### config.mk
export PLATFORM = sky130hd
export DESIGN_NAME = acqt_ctrl
export DESIGN_NICKNAME = d
export VERILOG_FILES = /design/src/acqt_pkg.sv /design/src/acqt_ctrl.sv
export SDC_FILE = /design/constraint.sdc
export NUM_CORES = 1
export LEC_CHECK = 0
export BUFFER_PORTS_ARGS = -buffer_cell sky130_fd_sc_hd__buf_2
export CORE_UTILIZATION = 55
export CTS_CLUSTER_DIAMETER = 30
export DETAILED_ROUTE_END_ITERATION = 8
export PLACE_DENSITY_LB_ADDON = 0.12
export SYNTH_ARGS = -nofsm -noshare
export SYNTH_HDL_FRONTEND = slang
export SYNTH_SLANG_ARGS = --single-unit
### constraint.sdc
create_clock -name clk -period 4.1 [get_ports clk]
set_input_delay 0.82 -clock clk [delete_from_list [all_inputs] [get_ports clk]]
set_output_delay 0.82 -clock clk [all_outputs]
set_load 0.005 [all_outputs]
### src/acqt_pkg.sv
/*
 * Package for the acquisition timing and trigger controller: sizes, clock rates,
 * register map, field layouts, engine states and the AXI4-Lite carrier structs.
 * Assumes a single 50 MHz system clock and a 32-bit AXI4-Lite master.
 */
package acqt_pkg;
	localparam int ACQT_NENG = 3;
	localparam int ACQT_NCH = 6;
	localparam int ACQT_NBP = 8;
	localparam int ACQT_SW = 24;
	localparam int ACQT_CLK_HZ = 50_000_000;
	localparam int ACQT_CLK_PS = 1_000_000 / (ACQT_CLK_HZ / 1_000_000);
	localparam int ACQT_REF_HZ = 80_000_000;
	localparam int ACQT_BP_HZ = 100_000_000;
	localparam int ACQT_OSR = 8;
	// Oversample tick spacing in clk cycles (free running) or backplane ticks (locked).
	localparam int ACQT_FREE_DIV = ACQT_CLK_HZ / (ACQT_REF_HZ / ACQT_OSR);
	localparam int ACQT_LOCK_DIV = ACQT_BP_HZ / (ACQT_REF_HZ / ACQT_OSR);
	localparam int ACQT_HOLD_NS = 1000;
	localparam int ACQT_HOLD_CYC = (ACQT_HOLD_NS * 1000 + ACQT_CLK_PS - 1) / ACQT_CLK_PS;
	localparam logic [15:0] ACQT_GD_SMP = 16'h0010;
	localparam logic [3:0] ACQT_MIN_DIV = 4'h2;
	localparam logic [3:0] ACQT_SRC_FRONT = 4'h8;
	localparam logic [1:0] ACQT_AT_EDGE = 2'h0;
	localparam logic [1:0] ACQT_AT_HYST = 2'h1;
	localparam logic [1:0] ACQT_AT_WIN = 2'h2;
	localparam logic [7:0] ACQT_REG_CTRL = 8'h00;
	localparam logic [7:0] ACQT_REG_ATCFG = 8'h04;
	localparam logic [7:0] ACQT_REG_LEVEL = 8'h08;
	localparam logic [7:0] ACQT_REG_BAND = 8'h0C;
	localparam logic [7:0] ACQT_REG_STAT = 8'h10;
	localparam logic [7:0] ACQT_REG_TIDX = 8'h14;
	localparam logic [7:0] ACQT_REG_SIDX = 8'h18;
	localparam logic [7:0] ACQT_REG_ENG = 8'h20;
	localparam logic [7:0] ACQT_ENG_STEP = 8'h08;
	localparam logic [7:0] ACQT_ENG_CNT = 8'h04;
	localparam int ACQT_STAT_ERR = 16;
	localparam logic [1:0] ACQT_RESP_OK = 2'h0;
	localparam logic [1:0] ACQT_RESP_ERR = 2'h2;

	typedef enum logic [2:0] {ES_IDLE, ES_WAIT, ES_FILL, ES_PRE, ES_ARM, ES_POST, ES_RUN, ES_DONE} acqt_est_t;

	typedef struct packed {
		logic [9:0]  rsv2;
		logic [5:0]  mask;
		logic [3:0]  rsv1;
		logic [3:0]  div;
		logic [3:0]  src;
		logic        rsv0;
		logic        fall;
		logic        ref_en;
		logic        en;
	} acqt_ecfg_t;

	typedef struct packed {
		logic [7:0]  route;
		logic [6:0]  rsv;
		logic        lock;
	} acqt_ctrl_t;

	typedef struct packed {
		logic [7:0]  awaddr;
		logic        awvalid;
		logic [31:0] wdata;
		logic [3:0]  wstrb;
		logic        wvalid;
		logic        bready;
		logic [7:0]  araddr;
		logic        arvalid;
		logic        rready;
	} acqt_axi_req_t;

	typedef struct packed {
		logic        awready;
		logic        wready;
		logic [1:0]  bresp;
		logic        bvalid;
		logic        arready;
		logic [31:0] rdata;
		logic [1:0]  rresp;
		logic        rvalid;
	} acqt_axi_rsp_t;
endpackage

### src/acqt_ctrl.sv
/*
 * Acquisition timing and trigger controller: oversample timebase, sync handling,
 * three timing engines with digital start and analog reference triggering, and
 * an AXI4-Lite register slave.
 * Assumes all inputs are synchronous to clk; the backplane reference arrives as
 * a one-cycle tick per 100 MHz period group and converter data is valid on
 * each oversample tick.
 */
module acqt_ctrl (
	// Clock and reset
	input  wire logic                   clk,
	input  wire logic                   sys_rst,
	// Register bus
	input  wire acqt_pkg::acqt_axi_req_t s_axi_req,
	output      acqt_pkg::acqt_axi_rsp_t s_axi_rsp,
	// Timebase and converters
	input  wire logic                   backplane_reference_100mhz,
	input  wire logic                   sync_pulse_in,
	input  wire logic [5:0][23:0]       adc_data,
	output      logic                   adc_conv_en,
	output      logic                   adc_reset,
	// Triggers
	input  wire logic [7:0]             trig_in,
	input  wire logic                   front_programmable_input,
	output      logic [7:0]             trig_out,
	output      logic [7:0]             trig_oe,
	// Engine sample strobes
	output      logic [2:0]             eng_strobe
);
	import acqt_pkg::*;

	function automatic logic [31:0] wmerge(input logic [31:0] old, input logic [31:0] nw, input logic [3:0] s);
		logic [31:0] r;
		r = old;
		for (int b = 0; b < 4; b++)
		begin
			if (s[b])
				r[8*b +: 8] = nw[8*b +: 8];
		end
		return r;
	endfunction

	acqt_axi_rsp_t rsp_q, rsp_d;
	acqt_ctrl_t    ctrl_q, ctrl_d;
	acqt_ecfg_t    cfg_q [ACQT_NENG];
	acqt_ecfg_t    cfg_d [ACQT_NENG];
	logic [31:0]   ecnt_q [ACQT_NENG];
	logic [31:0]   ecnt_d [ACQT_NENG];
	logic [7:0]    atcfg_q, atcfg_d;
	logic [23:0]   level_q, level_d, band_q, band_d;
	logic          err_q, err_d;
	logic [31:0]   tidx_q, tidx_d, sidx_q, sidx_d;
	acqt_est_t     est_q [ACQT_NENG];
	acqt_est_t     est_d [ACQT_NENG];

	// A channel mask may only be enabled if no other live engine owns any of its channels.
	function automatic logic [5:0] claimed(input int excl);
		logic [5:0] m;
		m = 6'h00;
		for (int e = 0; e < ACQT_NENG; e++)
		begin
			if (e != excl && cfg_q[e].en)
				m = m | cfg_q[e].mask;
		end
		return m;
	endfunction

	always_comb
	begin
		logic [31:0] wv;
		logic [31:0] rd;
		logic        hit;
		wv = 32'h0;
		rd = 32'h0;
		hit = 1'b0;
		rsp_d = rsp_q;
		ctrl_d = ctrl_q;
		cfg_d = cfg_q;
		ecnt_d = ecnt_q;
		atcfg_d = atcfg_q;
		level_d = level_q;
		band_d = band_q;
		err_d = err_q;
		rsp_d.awready = 1'b0;
		rsp_d.wready = 1'b0;
		rsp_d.arready = 1'b0;
		if (rsp_q.bvalid && s_axi_req.bready)
			rsp_d.bvalid = 1'b0;
		if (rsp_q.rvalid && s_axi_req.rready)
			rsp_d.rvalid = 1'b0;
		if (!rsp_q.bvalid && !rsp_q.awready && s_axi_req.awvalid && s_axi_req.wvalid)
		begin
			rsp_d.awready = 1'b1;
			rsp_d.wready = 1'b1;
		end
		if (rsp_q.awready)
		begin
			rsp_d.bvalid = 1'b1;
			rsp_d.bresp = ACQT_RESP_OK;
			case (s_axi_req.awaddr)
				ACQT_REG_CTRL:
				begin
					wv = wmerge({16'h0, ctrl_q}, s_axi_req.wdata, s_axi_req.wstrb);
					ctrl_d = acqt_ctrl_t'(wv[15:0]);
					// Reserved bits always read back as zero, whatever software writes.
					ctrl_d.rsv = 7'h00;
				end
				ACQT_REG_ATCFG:
				begin
					wv = wmerge({24'h0, atcfg_q}, s_axi_req.wdata, s_axi_req.wstrb);
					atcfg_d = wv[7:0];
				end
				ACQT_REG_LEVEL:
				begin
					wv = wmerge({8'h0, level_q}, s_axi_req.wdata, s_axi_req.wstrb);
					level_d = wv[23:0];
				end
				ACQT_REG_BAND:
				begin
					wv = wmerge({8'h0, band_q}, s_axi_req.wdata, s_axi_req.wstrb);
					band_d = wv[23:0];
				end
				ACQT_REG_STAT:
				begin
					if (s_axi_req.wstrb[2] && s_axi_req.wdata[ACQT_STAT_ERR])
						err_d = 1'b0;
				end
				default:
				begin
					for (int e = 0; e < ACQT_NENG; e++)
					begin
						if (s_axi_req.awaddr == ACQT_REG_ENG + 8'(e) * ACQT_ENG_STEP)
						begin
							hit = 1'b1;
							wv = wmerge(cfg_q[e], s_axi_req.wdata, s_axi_req.wstrb);
							cfg_d[e] = acqt_ecfg_t'(wv & 32'h003F0FF7);
							if (cfg_d[e].en && (cfg_d[e].mask & claimed(e)) != 6'h00)
							begin
								cfg_d[e].en = 1'b0;
								err_d = 1'b1;
							end
						end
						if (s_axi_req.awaddr == ACQT_REG_ENG + 8'(e) * ACQT_ENG_STEP + ACQT_ENG_CNT)
						begin
							hit = 1'b1;
							ecnt_d[e] = wmerge(ecnt_q[e], s_axi_req.wdata, s_axi_req.wstrb);
						end
					end
					if (!hit)
						rsp_d.bresp = ACQT_RESP_ERR;
				end
			endcase
		end
		if (!rsp_q.rvalid && !rsp_q.arready && s_axi_req.arvalid)
			rsp_d.arready = 1'b1;
		if (rsp_q.arready)
		begin
			rsp_d.rvalid = 1'b1;
			rsp_d.rresp = ACQT_RESP_OK;
			case (s_axi_req.araddr)
				ACQT_REG_CTRL: rd = {16'h0, ctrl_q};
				ACQT_REG_ATCFG: rd = {24'h0, atcfg_q};
				ACQT_REG_LEVEL: rd = {8'h0, level_q};
				ACQT_REG_BAND: rd = {8'h0, band_q};
				ACQT_REG_STAT:
				begin
					for (int e = 0; e < ACQT_NENG; e++)
						rd[3*e +: 3] = est_q[e];
					rd[ACQT_STAT_ERR] = err_q;
				end
				ACQT_REG_TIDX: rd = tidx_q;
				ACQT_REG_SIDX: rd = sidx_q;
				default:
				begin
					rsp_d.rresp = ACQT_RESP_ERR;
					for (int e = 0; e < ACQT_NENG; e++)
					begin
						if (s_axi_req.araddr == ACQT_REG_ENG + 8'(e) * ACQT_ENG_STEP)
						begin
							rd = cfg_q[e];
							rsp_d.rresp = ACQT_RESP_OK;
						end
						if (s_axi_req.araddr == ACQT_REG_ENG + 8'(e) * ACQT_ENG_STEP + ACQT_ENG_CNT)
						begin
							rd = ecnt_q[e];
							rsp_d.rresp = ACQT_RESP_OK;
						end
					end
				end
			endcase
			rsp_d.rdata = rd;
		end
	end

	always_ff @(posedge clk)
	begin
		if (sys_rst)
		begin
			rsp_q <= '0;
			ctrl_q <= '0;
			cfg_q <= '{default: '0};
			ecnt_q <= '{default: 32'h0};
			atcfg_q <= 8'h0;
			level_q <= 24'h0;
			band_q <= 24'h0;
			err_q <= 1'b0;
		end
		else
		begin
			rsp_q <= rsp_d;
			ctrl_q <= ctrl_d;
			cfg_q <= cfg_d;
			ecnt_q <= ecnt_d;
			atcfg_q <= atcfg_d;
			level_q <= level_d;
			band_q <= band_d;
			err_q <= err_d;
		end
	end
	assign s_axi_rsp = rsp_q;

	// Timebase. The converters only ever see this tick; there is no external clock path.
	logic [9:0] ts1_q, ts2_q, ts3_q;
	logic [3:0] osc_q, osc_d;
	logic [7:0] hold_q, hold_d;
	logic       conv_q, conv_d, arst_q, arst_d, sync_ev, ref_tick, conv_tick;

	always_comb
	begin
		sync_ev = ts2_q[9] && !ts3_q[9];
		ref_tick = ctrl_q.lock ? backplane_reference_100mhz : 1'b1;
		conv_tick = 1'b0;
		osc_d = osc_q;
		hold_d = (hold_q != 8'h0) ? hold_q - 8'h1 : hold_q;
		if (ref_tick)
		begin
			if (osc_q >= (ctrl_q.lock ? 4'(ACQT_LOCK_DIV - 1) : 4'(ACQT_FREE_DIV - 1)))
			begin
				osc_d = 4'h0;
				conv_tick = 1'b1;
			end
			else
				osc_d = osc_q + 4'h1;
		end
		conv_d = conv_tick;
		arst_d = sync_ev;
		if (sync_ev)
		begin
			osc_d = 4'h0;
			conv_d = 1'b0;
			hold_d = 8'(ACQT_HOLD_CYC);
		end
	end

	always_ff @(posedge clk)
	begin
		if (sys_rst)
		begin
			ts1_q <= 10'h0;
			ts2_q <= 10'h0;
			ts3_q <= 10'h0;
			osc_q <= 4'h0;
			hold_q <= 8'h0;
			conv_q <= 1'b0;
			arst_q <= 1'b0;
		end
		else
		begin
			ts1_q <= {sync_pulse_in, front_programmable_input, trig_in};
			ts2_q <= ts1_q;
			ts3_q <= ts2_q;
			osc_q <= osc_d;
			hold_q <= hold_d;
			conv_q <= conv_d;
			arst_q <= arst_d;
		end
	end
	assign adc_conv_en = conv_q;
	assign adc_reset = arst_q;

	AST_ADC_RST: assert property (@(posedge clk) disable iff (sys_rst) sync_ev |=> adc_reset ##1 !adc_reset)
		else $error("sync did not pulse converter reset");
	AST_CONV_GAP: assert property (@(posedge clk) disable iff (sys_rst) adc_conv_en |=> !adc_conv_en [*4])
		else $error("oversample ticks closer than the divider allows");

	// Analog comparator; it only reads the channel data, so acquisition is untouched.
	logic        ast_q, ast_d, ahit_q, ahit_d;
	logic [2:0]  atch;
	logic [1:0]  amode;

	always_comb
	begin
		logic signed [23:0] cur;
		logic               above, inband;
		atch = atcfg_q[2:0];
		amode = atcfg_q[5:4];
		cur = (atch < 3'(ACQT_NCH)) ? $signed(adc_data[atch]) : $signed(24'h0);
		above = cur >= $signed(level_q);
		inband = above && cur <= $signed(band_q);
		ast_d = ast_q;
		ahit_d = 1'b0;
		if (conv_q && atch < 3'(ACQT_NCH))
		begin
			case (amode)
				ACQT_AT_EDGE:
				begin
					ahit_d = above && !ast_q;
					ast_d = above;
				end
				ACQT_AT_HYST:
				begin
					ahit_d = above && ast_q;
					if (ahit_d)
						ast_d = 1'b0;
					else if (cur < $signed(level_q) - $signed(band_q))
						ast_d = 1'b1;
				end
				ACQT_AT_WIN:
				begin
					ahit_d = inband && !ast_q;
					ast_d = inband;
				end
				default: ast_d = 1'b0;
			endcase
		end
	end

	always_ff @(posedge clk)
	begin
		if (sys_rst)
		begin
			ast_q <= 1'b0;
			ahit_q <= 1'b0;
		end
		else
		begin
			ast_q <= ast_d;
			ahit_q <= ahit_d;
		end
	end

	// Timing engines. Every engine rate divides the same oversample tick.
	logic [3:0]  dv_q [ACQT_NENG];
	logic [3:0]  dv_d [ACQT_NENG];
	logic [15:0] cnt_q [ACQT_NENG];
	logic [15:0] cnt_d [ACQT_NENG];
	logic [2:0]  stb_q, stb_d, smp, dhit;
	logic [7:0]  tout_q, tout_d, toe_q, toe_d;

	always_comb
	begin
		logic [3:0] dvm;
		logic       sel, prv;
		dvm = 4'h0;
		sel = 1'b0;
		prv = 1'b0;
		est_d = est_q;
		dv_d = dv_q;
		cnt_d = cnt_q;
		stb_d = 3'h0;
		tout_d = 8'h0;
		toe_d = 8'h0;
		tidx_d = tidx_q;
		sidx_d = conv_q ? sidx_q + 32'h1 : sidx_q;
		smp = 3'h0;
		dhit = 3'h0;
		for (int e = 0; e < ACQT_NENG; e++)
		begin
			dvm = (cfg_q[e].div < ACQT_MIN_DIV) ? ACQT_MIN_DIV - 4'h1 : cfg_q[e].div - 4'h1;
			smp[e] = conv_q && dv_q[e] == dvm;
			if (conv_q)
				dv_d[e] = smp[e] ? 4'h0 : dv_q[e] + 4'h1;
			if (cfg_q[e].src < ACQT_SRC_FRONT + 4'h1)
			begin
				sel = ts2_q[cfg_q[e].src];
				prv = ts3_q[cfg_q[e].src];
			end
			else
			begin
				sel = 1'b0;
				prv = 1'b0;
			end
			dhit[e] = cfg_q[e].fall ? (prv && !sel) : (!prv && sel);
			case (est_q[e])
				ES_IDLE:
					if (cfg_q[e].en)
						est_d[e] = ES_WAIT;
				ES_WAIT:
					if (dhit[e] && hold_q == 8'h0)
					begin
						est_d[e] = ES_FILL;
						cnt_d[e] = 16'h0;
						dv_d[e] = 4'h0;
						tidx_d = sidx_q;
					end
				ES_FILL:
					if (smp[e])
					begin
						cnt_d[e] = cnt_q[e] + 16'h1;
						if (cnt_q[e] == ACQT_GD_SMP - 16'h1)
						begin
							est_d[e] = cfg_q[e].ref_en ? ES_PRE : ES_RUN;
							cnt_d[e] = 16'h0;
						end
					end
				ES_PRE:
					if (smp[e])
					begin
						stb_d[e] = 1'b1;
						cnt_d[e] = cnt_q[e] + 16'h1;
						if (cnt_q[e] + 16'h1 >= ecnt_q[e][15:0])
						begin
							est_d[e] = ES_ARM;
							cnt_d[e] = 16'h0;
						end
					end
				ES_ARM:
				begin
					stb_d[e] = smp[e];
					if (ahit_q && cfg_q[e].mask[atch])
					begin
						est_d[e] = ES_POST;
						tidx_d = sidx_q;
						tout_d = tout_d | ctrl_q.route;
						toe_d = toe_d | ctrl_q.route;
					end
				end
				ES_POST:
					if (smp[e])
					begin
						stb_d[e] = 1'b1;
						cnt_d[e] = cnt_q[e] + 16'h1;
						if (cnt_q[e] + 16'h1 >= ecnt_q[e][31:16])
							est_d[e] = ES_DONE;
					end
				ES_RUN: stb_d[e] = smp[e];
				ES_DONE: stb_d[e] = 1'b0;
				default: est_d[e] = ES_IDLE;
			endcase
			if (!cfg_q[e].en)
				est_d[e] = ES_IDLE;
			if (sync_ev)
				dv_d[e] = 4'h0;
		end
		if (sync_ev)
			sidx_d = 32'h0;
	end

	always_ff @(posedge clk)
	begin
		if (sys_rst)
		begin
			est_q <= '{default: ES_IDLE};
			dv_q <= '{default: 4'h0};
			cnt_q <= '{default: 16'h0};
			stb_q <= 3'h0;
			tout_q <= 8'h0;
			toe_q <= 8'h0;
			tidx_q <= 32'h0;
			sidx_q <= 32'h0;
		end
		else
		begin
			est_q <= est_d;
			dv_q <= dv_d;
			cnt_q <= cnt_d;
			stb_q <= stb_d;
			tout_q <= tout_d;
			toe_q <= toe_d;
			tidx_q <= tidx_d;
			sidx_q <= sidx_d;
		end
	end
	assign eng_strobe = stb_q;
	assign trig_out = tout_q;
	assign trig_oe = toe_q;

	AST_HOLD_START: assert property (@(posedge clk) disable iff (sys_rst)
		hold_q != 8'h0 && est_q[0] == ES_WAIT |=> est_q[0] != ES_FILL)
		else $error("start taken inside the post-sync hold");
	AST_DIGITAL_START: assert property (@(posedge clk) disable iff (sys_rst)
		est_q[1] == ES_WAIT && est_d[1] == ES_FILL |-> dhit[1] && hold_q == 8'h0)
		else $error("start taken without a digital edge");
	AST_FILL_LEN: assert property (@(posedge clk) disable iff (sys_rst)
		est_q[0] == ES_FILL && est_d[0] != ES_FILL && cfg_q[0].en |-> smp[0] && cnt_q[0] == ACQT_GD_SMP - 16'h1)
		else $error("first sample before group delay");
	AST_ARM_AFTER_PRE: assert property (@(posedge clk) disable iff (sys_rst)
		est_q[2] == ES_ARM && $past(est_q[2]) != ES_ARM |-> $past(est_q[2]) == ES_PRE)
		else $error("armed without pre-trigger count");
	AST_REF_OUT: assert property (@(posedge clk) disable iff (sys_rst)
		est_q[0] == ES_ARM && est_d[0] == ES_POST |=> trig_out == ctrl_q.route && trig_oe == ctrl_q.route)
		else $error("reference event not routed");
	AST_CLAIM: assert property (@(posedge clk) disable iff (sys_rst)
		!(cfg_q[0].en && cfg_q[1].en) || (cfg_q[0].mask & cfg_q[1].mask) == 6'h00)
		else $error("channel owned by two engines");
	AST_RATE: assert property (@(posedge clk) disable iff (sys_rst) eng_strobe[0] |=> !eng_strobe[0] [*8])
		else $error("engine rate reached oversample rate");
endmodule

==> summary.txt <==
Status
  • Outcome: completed

Power
  • Sequential fraction of design power: 33.5%
  • PwrDens: between 300 and 400 mW/mm^2
  • Switching Fraction: between 20 and 25%
  • Clock power share: 60.3%
  • Leak: ~13 nW
  • P_sw: ~3.2 mW
  • P_int: about 10 mW
  • Worst vdd ir: 0.486 mV
  • Combinational Power Share: under 10%

Critical path
  • CP Max Fanout: 4
  • Reg-to-Reg End: ast_q
  • Crit start category: flop
  • Worst R2R Start: level_q[0]
  • Reg2Reg Depth: 21
  • Crit path DAT: 4.50 ns
  • CP Capture Type: flop
  • Kind of critical path: flop to flop
  • R2r setup slk: 0.1 ns
  • Worst EP required: roughly 4.6 ns

Logic synthesis
  • Post-synth design cell area: around 0.027 mm^2
  • Synth cell types: 86
  • Register bit total from synthesis: roughly 440
  • EDFF count, synth: 0
  • Primary flip-flop cell chosen by synthesis mapping: dfxtp_1
  • Yosys top cell by area: dfxtp_1
  • Synth top area share: 32.2%
  • Cells after synthesis: ~3300
  • Most common cell in the netlist: dfxtp_1
  • Register area share after synthesis: approximately a third
  • Area contributors post-synth: dfxtp_1 (32%), ha_1 (9.5%), a21oi_1 (5.9%), nand2_1 (4.8%), mux2i_1 (4.5%)
  • Yosys warning count: 0
  • Async S/R FF share, synth: 0%
  • Synth Area per Inst: between 8 and 9 um^2
  • Most instantiated cells after synthesis: dfxtp_1 (441), nand2_1 (349), a21oi_1 (321), nor2_1 (246), nand3_1 (219)

Drt
  • Drt pass-1 iters: 8
  • Via count of the routed design: about 28000
  • Total Wirelength: 102000 um
  • DRT iter0 DRCs: roughly 3600
  • DRT antenna net count: 0
  • Drt via density: 6.37
  • DRC viols: 0
  • Routed wire per std cell: 23.5 um

Hold path
  • Hold wc startpoint: trig_in[1]
  • Tightest Hold Check Type: input pin to flop
  • Hold Path Sink: ts1_q[1]
  • Worst hold stages: 2

Die
  • Initial Util: a little under three fifths
  • Total core area: slightly below 0.05 mm^2
  • Top-Level Pins: between 200 and 300
  • FP Rows: between 80 and 90
  • Die X: about 230 um
  • Die height: between 200 and 250 um
  • Die area: between 0.05 and 0.06 mm^2

Timing
  • Final Hold Fails: 0
  • Max Slew Vio Count: 0
  • Slew at the pin closest to its max-slew limit: between 0.9 and 1 ns
  • Slew margin rel.: between 30% and 40%
  • Setup TNS: 0 ns
  • Final setup fails: 0
  • Unrepaired setup endpoints after global routing: yes
  • Worst clock skew: 0.0196 ns
  • Tmin final: 4.00 ns
  • Hold slack: 0.370 ns
  • Fin crit share: around 100%
  • Fmax: ~0.25 GHz

GRT
  • First-pass GRT wire length: approximately 150000 um
  • Total grt overflow: 0
  • Vias in the first global route: between 20000 and 30000
  • Largest net degree at the start of global routing: between 150 and 200
  • Initial antenna violation count: 4
  • GRT Util Overall: between 30 and 40%

Clocking
  • CTS tree: yes
  • Clock Root Buffer: clkbuf_16
  • Clk sinks: about 440
  • Clk slew on worst S/H paths: approximately 0.050 ns
  • Clk_lat worst skew: 0.66 ns
  • Htree depth: 3
  • TritonCTS Buffers: 100
  • CTS max path bufs: 3

Place
  • PortBufs: approximately 270
  • Dpl cells: 4173
  • RD Place Congestion: 1.04
  • DPL Wire Length: slightly below 80000 um

Cells and area
  • Final cell count without fillers: around 4400
  • Share of cells above drive strength 1: between 10% and 20%
  • Area Growth Syn to Fin: 21.0%
  • Final #Nets: 4037
  • Layout Utilization: 67.6%

Flow run
  • Max cap viols: 0
## worst max-delay path, stage by stage (launching register included)
cell	delay, ns
dfxtp_1	0.30
inv_1	0.05
ha_2	0.18
inv_1	0.06
fa_2	0.38
a211oi_2	0.29
o21ai_1	0.13
a221oi_2	0.23
buf_4	0.15
o21ai_0	0.07
buf_4	0.16
nand2_1	0.06
nand2_1	0.07
a21oi_2	0.18
xor2_1	0.17
ha_1	0.28
a211oi_2	0.24
nor2_1	0.07
o41ai_2	0.35
nand4_1	0.14
nand4bb_1	0.16
o311ai_2	0.11
## layout make-up
class                      instances  area, um^2
sequential                       441        8830
multi-input combinational       2497       17100
antenna                            2        5.00
clock buffer                     134        2830
timing repair buffer             382        2260
tap                              664         831
fill                            4117       15900
inverter                         193         728
clock inverter                    49         581
## worst max-delay path by stage
stage,startpoint,endpoint,slack (ns),cells after the start
global placement,level_q[0],ast_q,-0.09,21
CTS,level_q[0],ast_q,0.02,21
detailed placement,level_q[0],ast_q,-0.12,21
floorplan,cnt_q[34],est_q[6],0.13,16
finish,level_q[0],ast_q,0.1,21
global route,level_q[0],ast_q,-0.07,21
## through the flow
| step | setup WS (ns) | power [mW] | area, um^2 |
|---|---|---|---|
| 3_5_place_dp | -0.117 | 5.32 | 29600 |
| 4_1_cts | 0.0156 | 13.3 | 33000 |
| 2_1_floorplan | 0.132 | 5.00 | 27400 |
| 3_3_place_gp | -0.0929 | 5.29 | 29600 |
| 5_1_grt | -0.0727 | 13.6 | 33100 |
| 6_report | 0.0984 | 13.3 | 33100 |
## cell families after synthesis
family,after synthesis,synth area share [%]
compound gates,878,21.3
xor+xnor,106,3.39
fa+ha+maj,208,9.53
buf+inv,411,5.93
flops,441,32.2
mux,168,7.89
other cells,1,0.0137
simple gates,1135,19.7
## routing by layer
metal	global-route usage [%]	up-vias	wire [um]	share of wire [%]
li1	-	12700	-	-
met1	52.4	13300	42000	41
met2	60.0	1499	44600	44
met3	9.27	300	10700	10
met4	19.4	0	5180	5.1
met5	0	-	0	0
## timing repair
item | 4_1_cts | 5_1_grt
resized for setup | 2 | 26
hold endpoints to repair | 0 | 0
setup buffers | 0 | 4
gates cloned | 0 | 0
pin swaps | 0 | 13
hold buffers | 0 | 0
setup endpoints to repair | 1 | 20
## power groups by stage
stage | clock network [mW] | logic [mW] | registers, mW
2_1_floorplan | 0 | 0.508 | 4.49
3_3_place_gp | 0 | 0.785 | 4.51
3_5_place_dp | 0 | 0.808 | 4.51
4_1_cts | 8.01 | 0.815 | 4.43
5_1_grt | 8.23 | 0.898 | 4.44
6_report | 7.99 | 0.833 | 4.43
## state kept, by name, indices dropped and copies added (netlist names), 3 cells and up
signal / count
atcfg_q: 8
band_q: 24
cfg_q: 51
cnt_q: 48
ctrl_q: 9
dv_q: 12
ecnt_q: 96
eng_strobe: 3
est_q: 9
hold_q: 8
level_q: 24
osc_q: 4
s_axi_rsp: 38
sidx_q: 32
tidx_q: 32
trig_oe: 8
ts1_q: 10
ts2_q: 10
ts3_q: 10
## cells in the final DEF, fill, tap and decap left out, types with 13 or more instances in the layout
cell type,n
ha_1,205
nand2_1,349
clkbuf_8,18
a22oi_1,84
clkbuf_16,101
a32o_1,17
o211ai_1,13
dfxtp_1,439
nor3_1,35
buf_2,272
nand3b_1,23
a211oi_1,15
o21a_1,46
nor4_1,21
a21oi_1,317
clkinv_2,16
o22ai_1,14
clkbuf_1,15
nand3_1,219
nand2b_1,27
a222oi_1,24
and3_1,33
nor2b_1,56
nor2_1,236
o2bb2ai_1,33
inv_1,191
a22o_1,13
a311oi_1,15
xor2_1,68
buf_4,104
mux4_2,35
o21ai_0,117
xnor2_1,35
and2_1,19
a21o_1,42
a221oi_1,15
nand4_1,51
mux2i_1,124
Note: power is estimated with default switching activity, not from simulation.
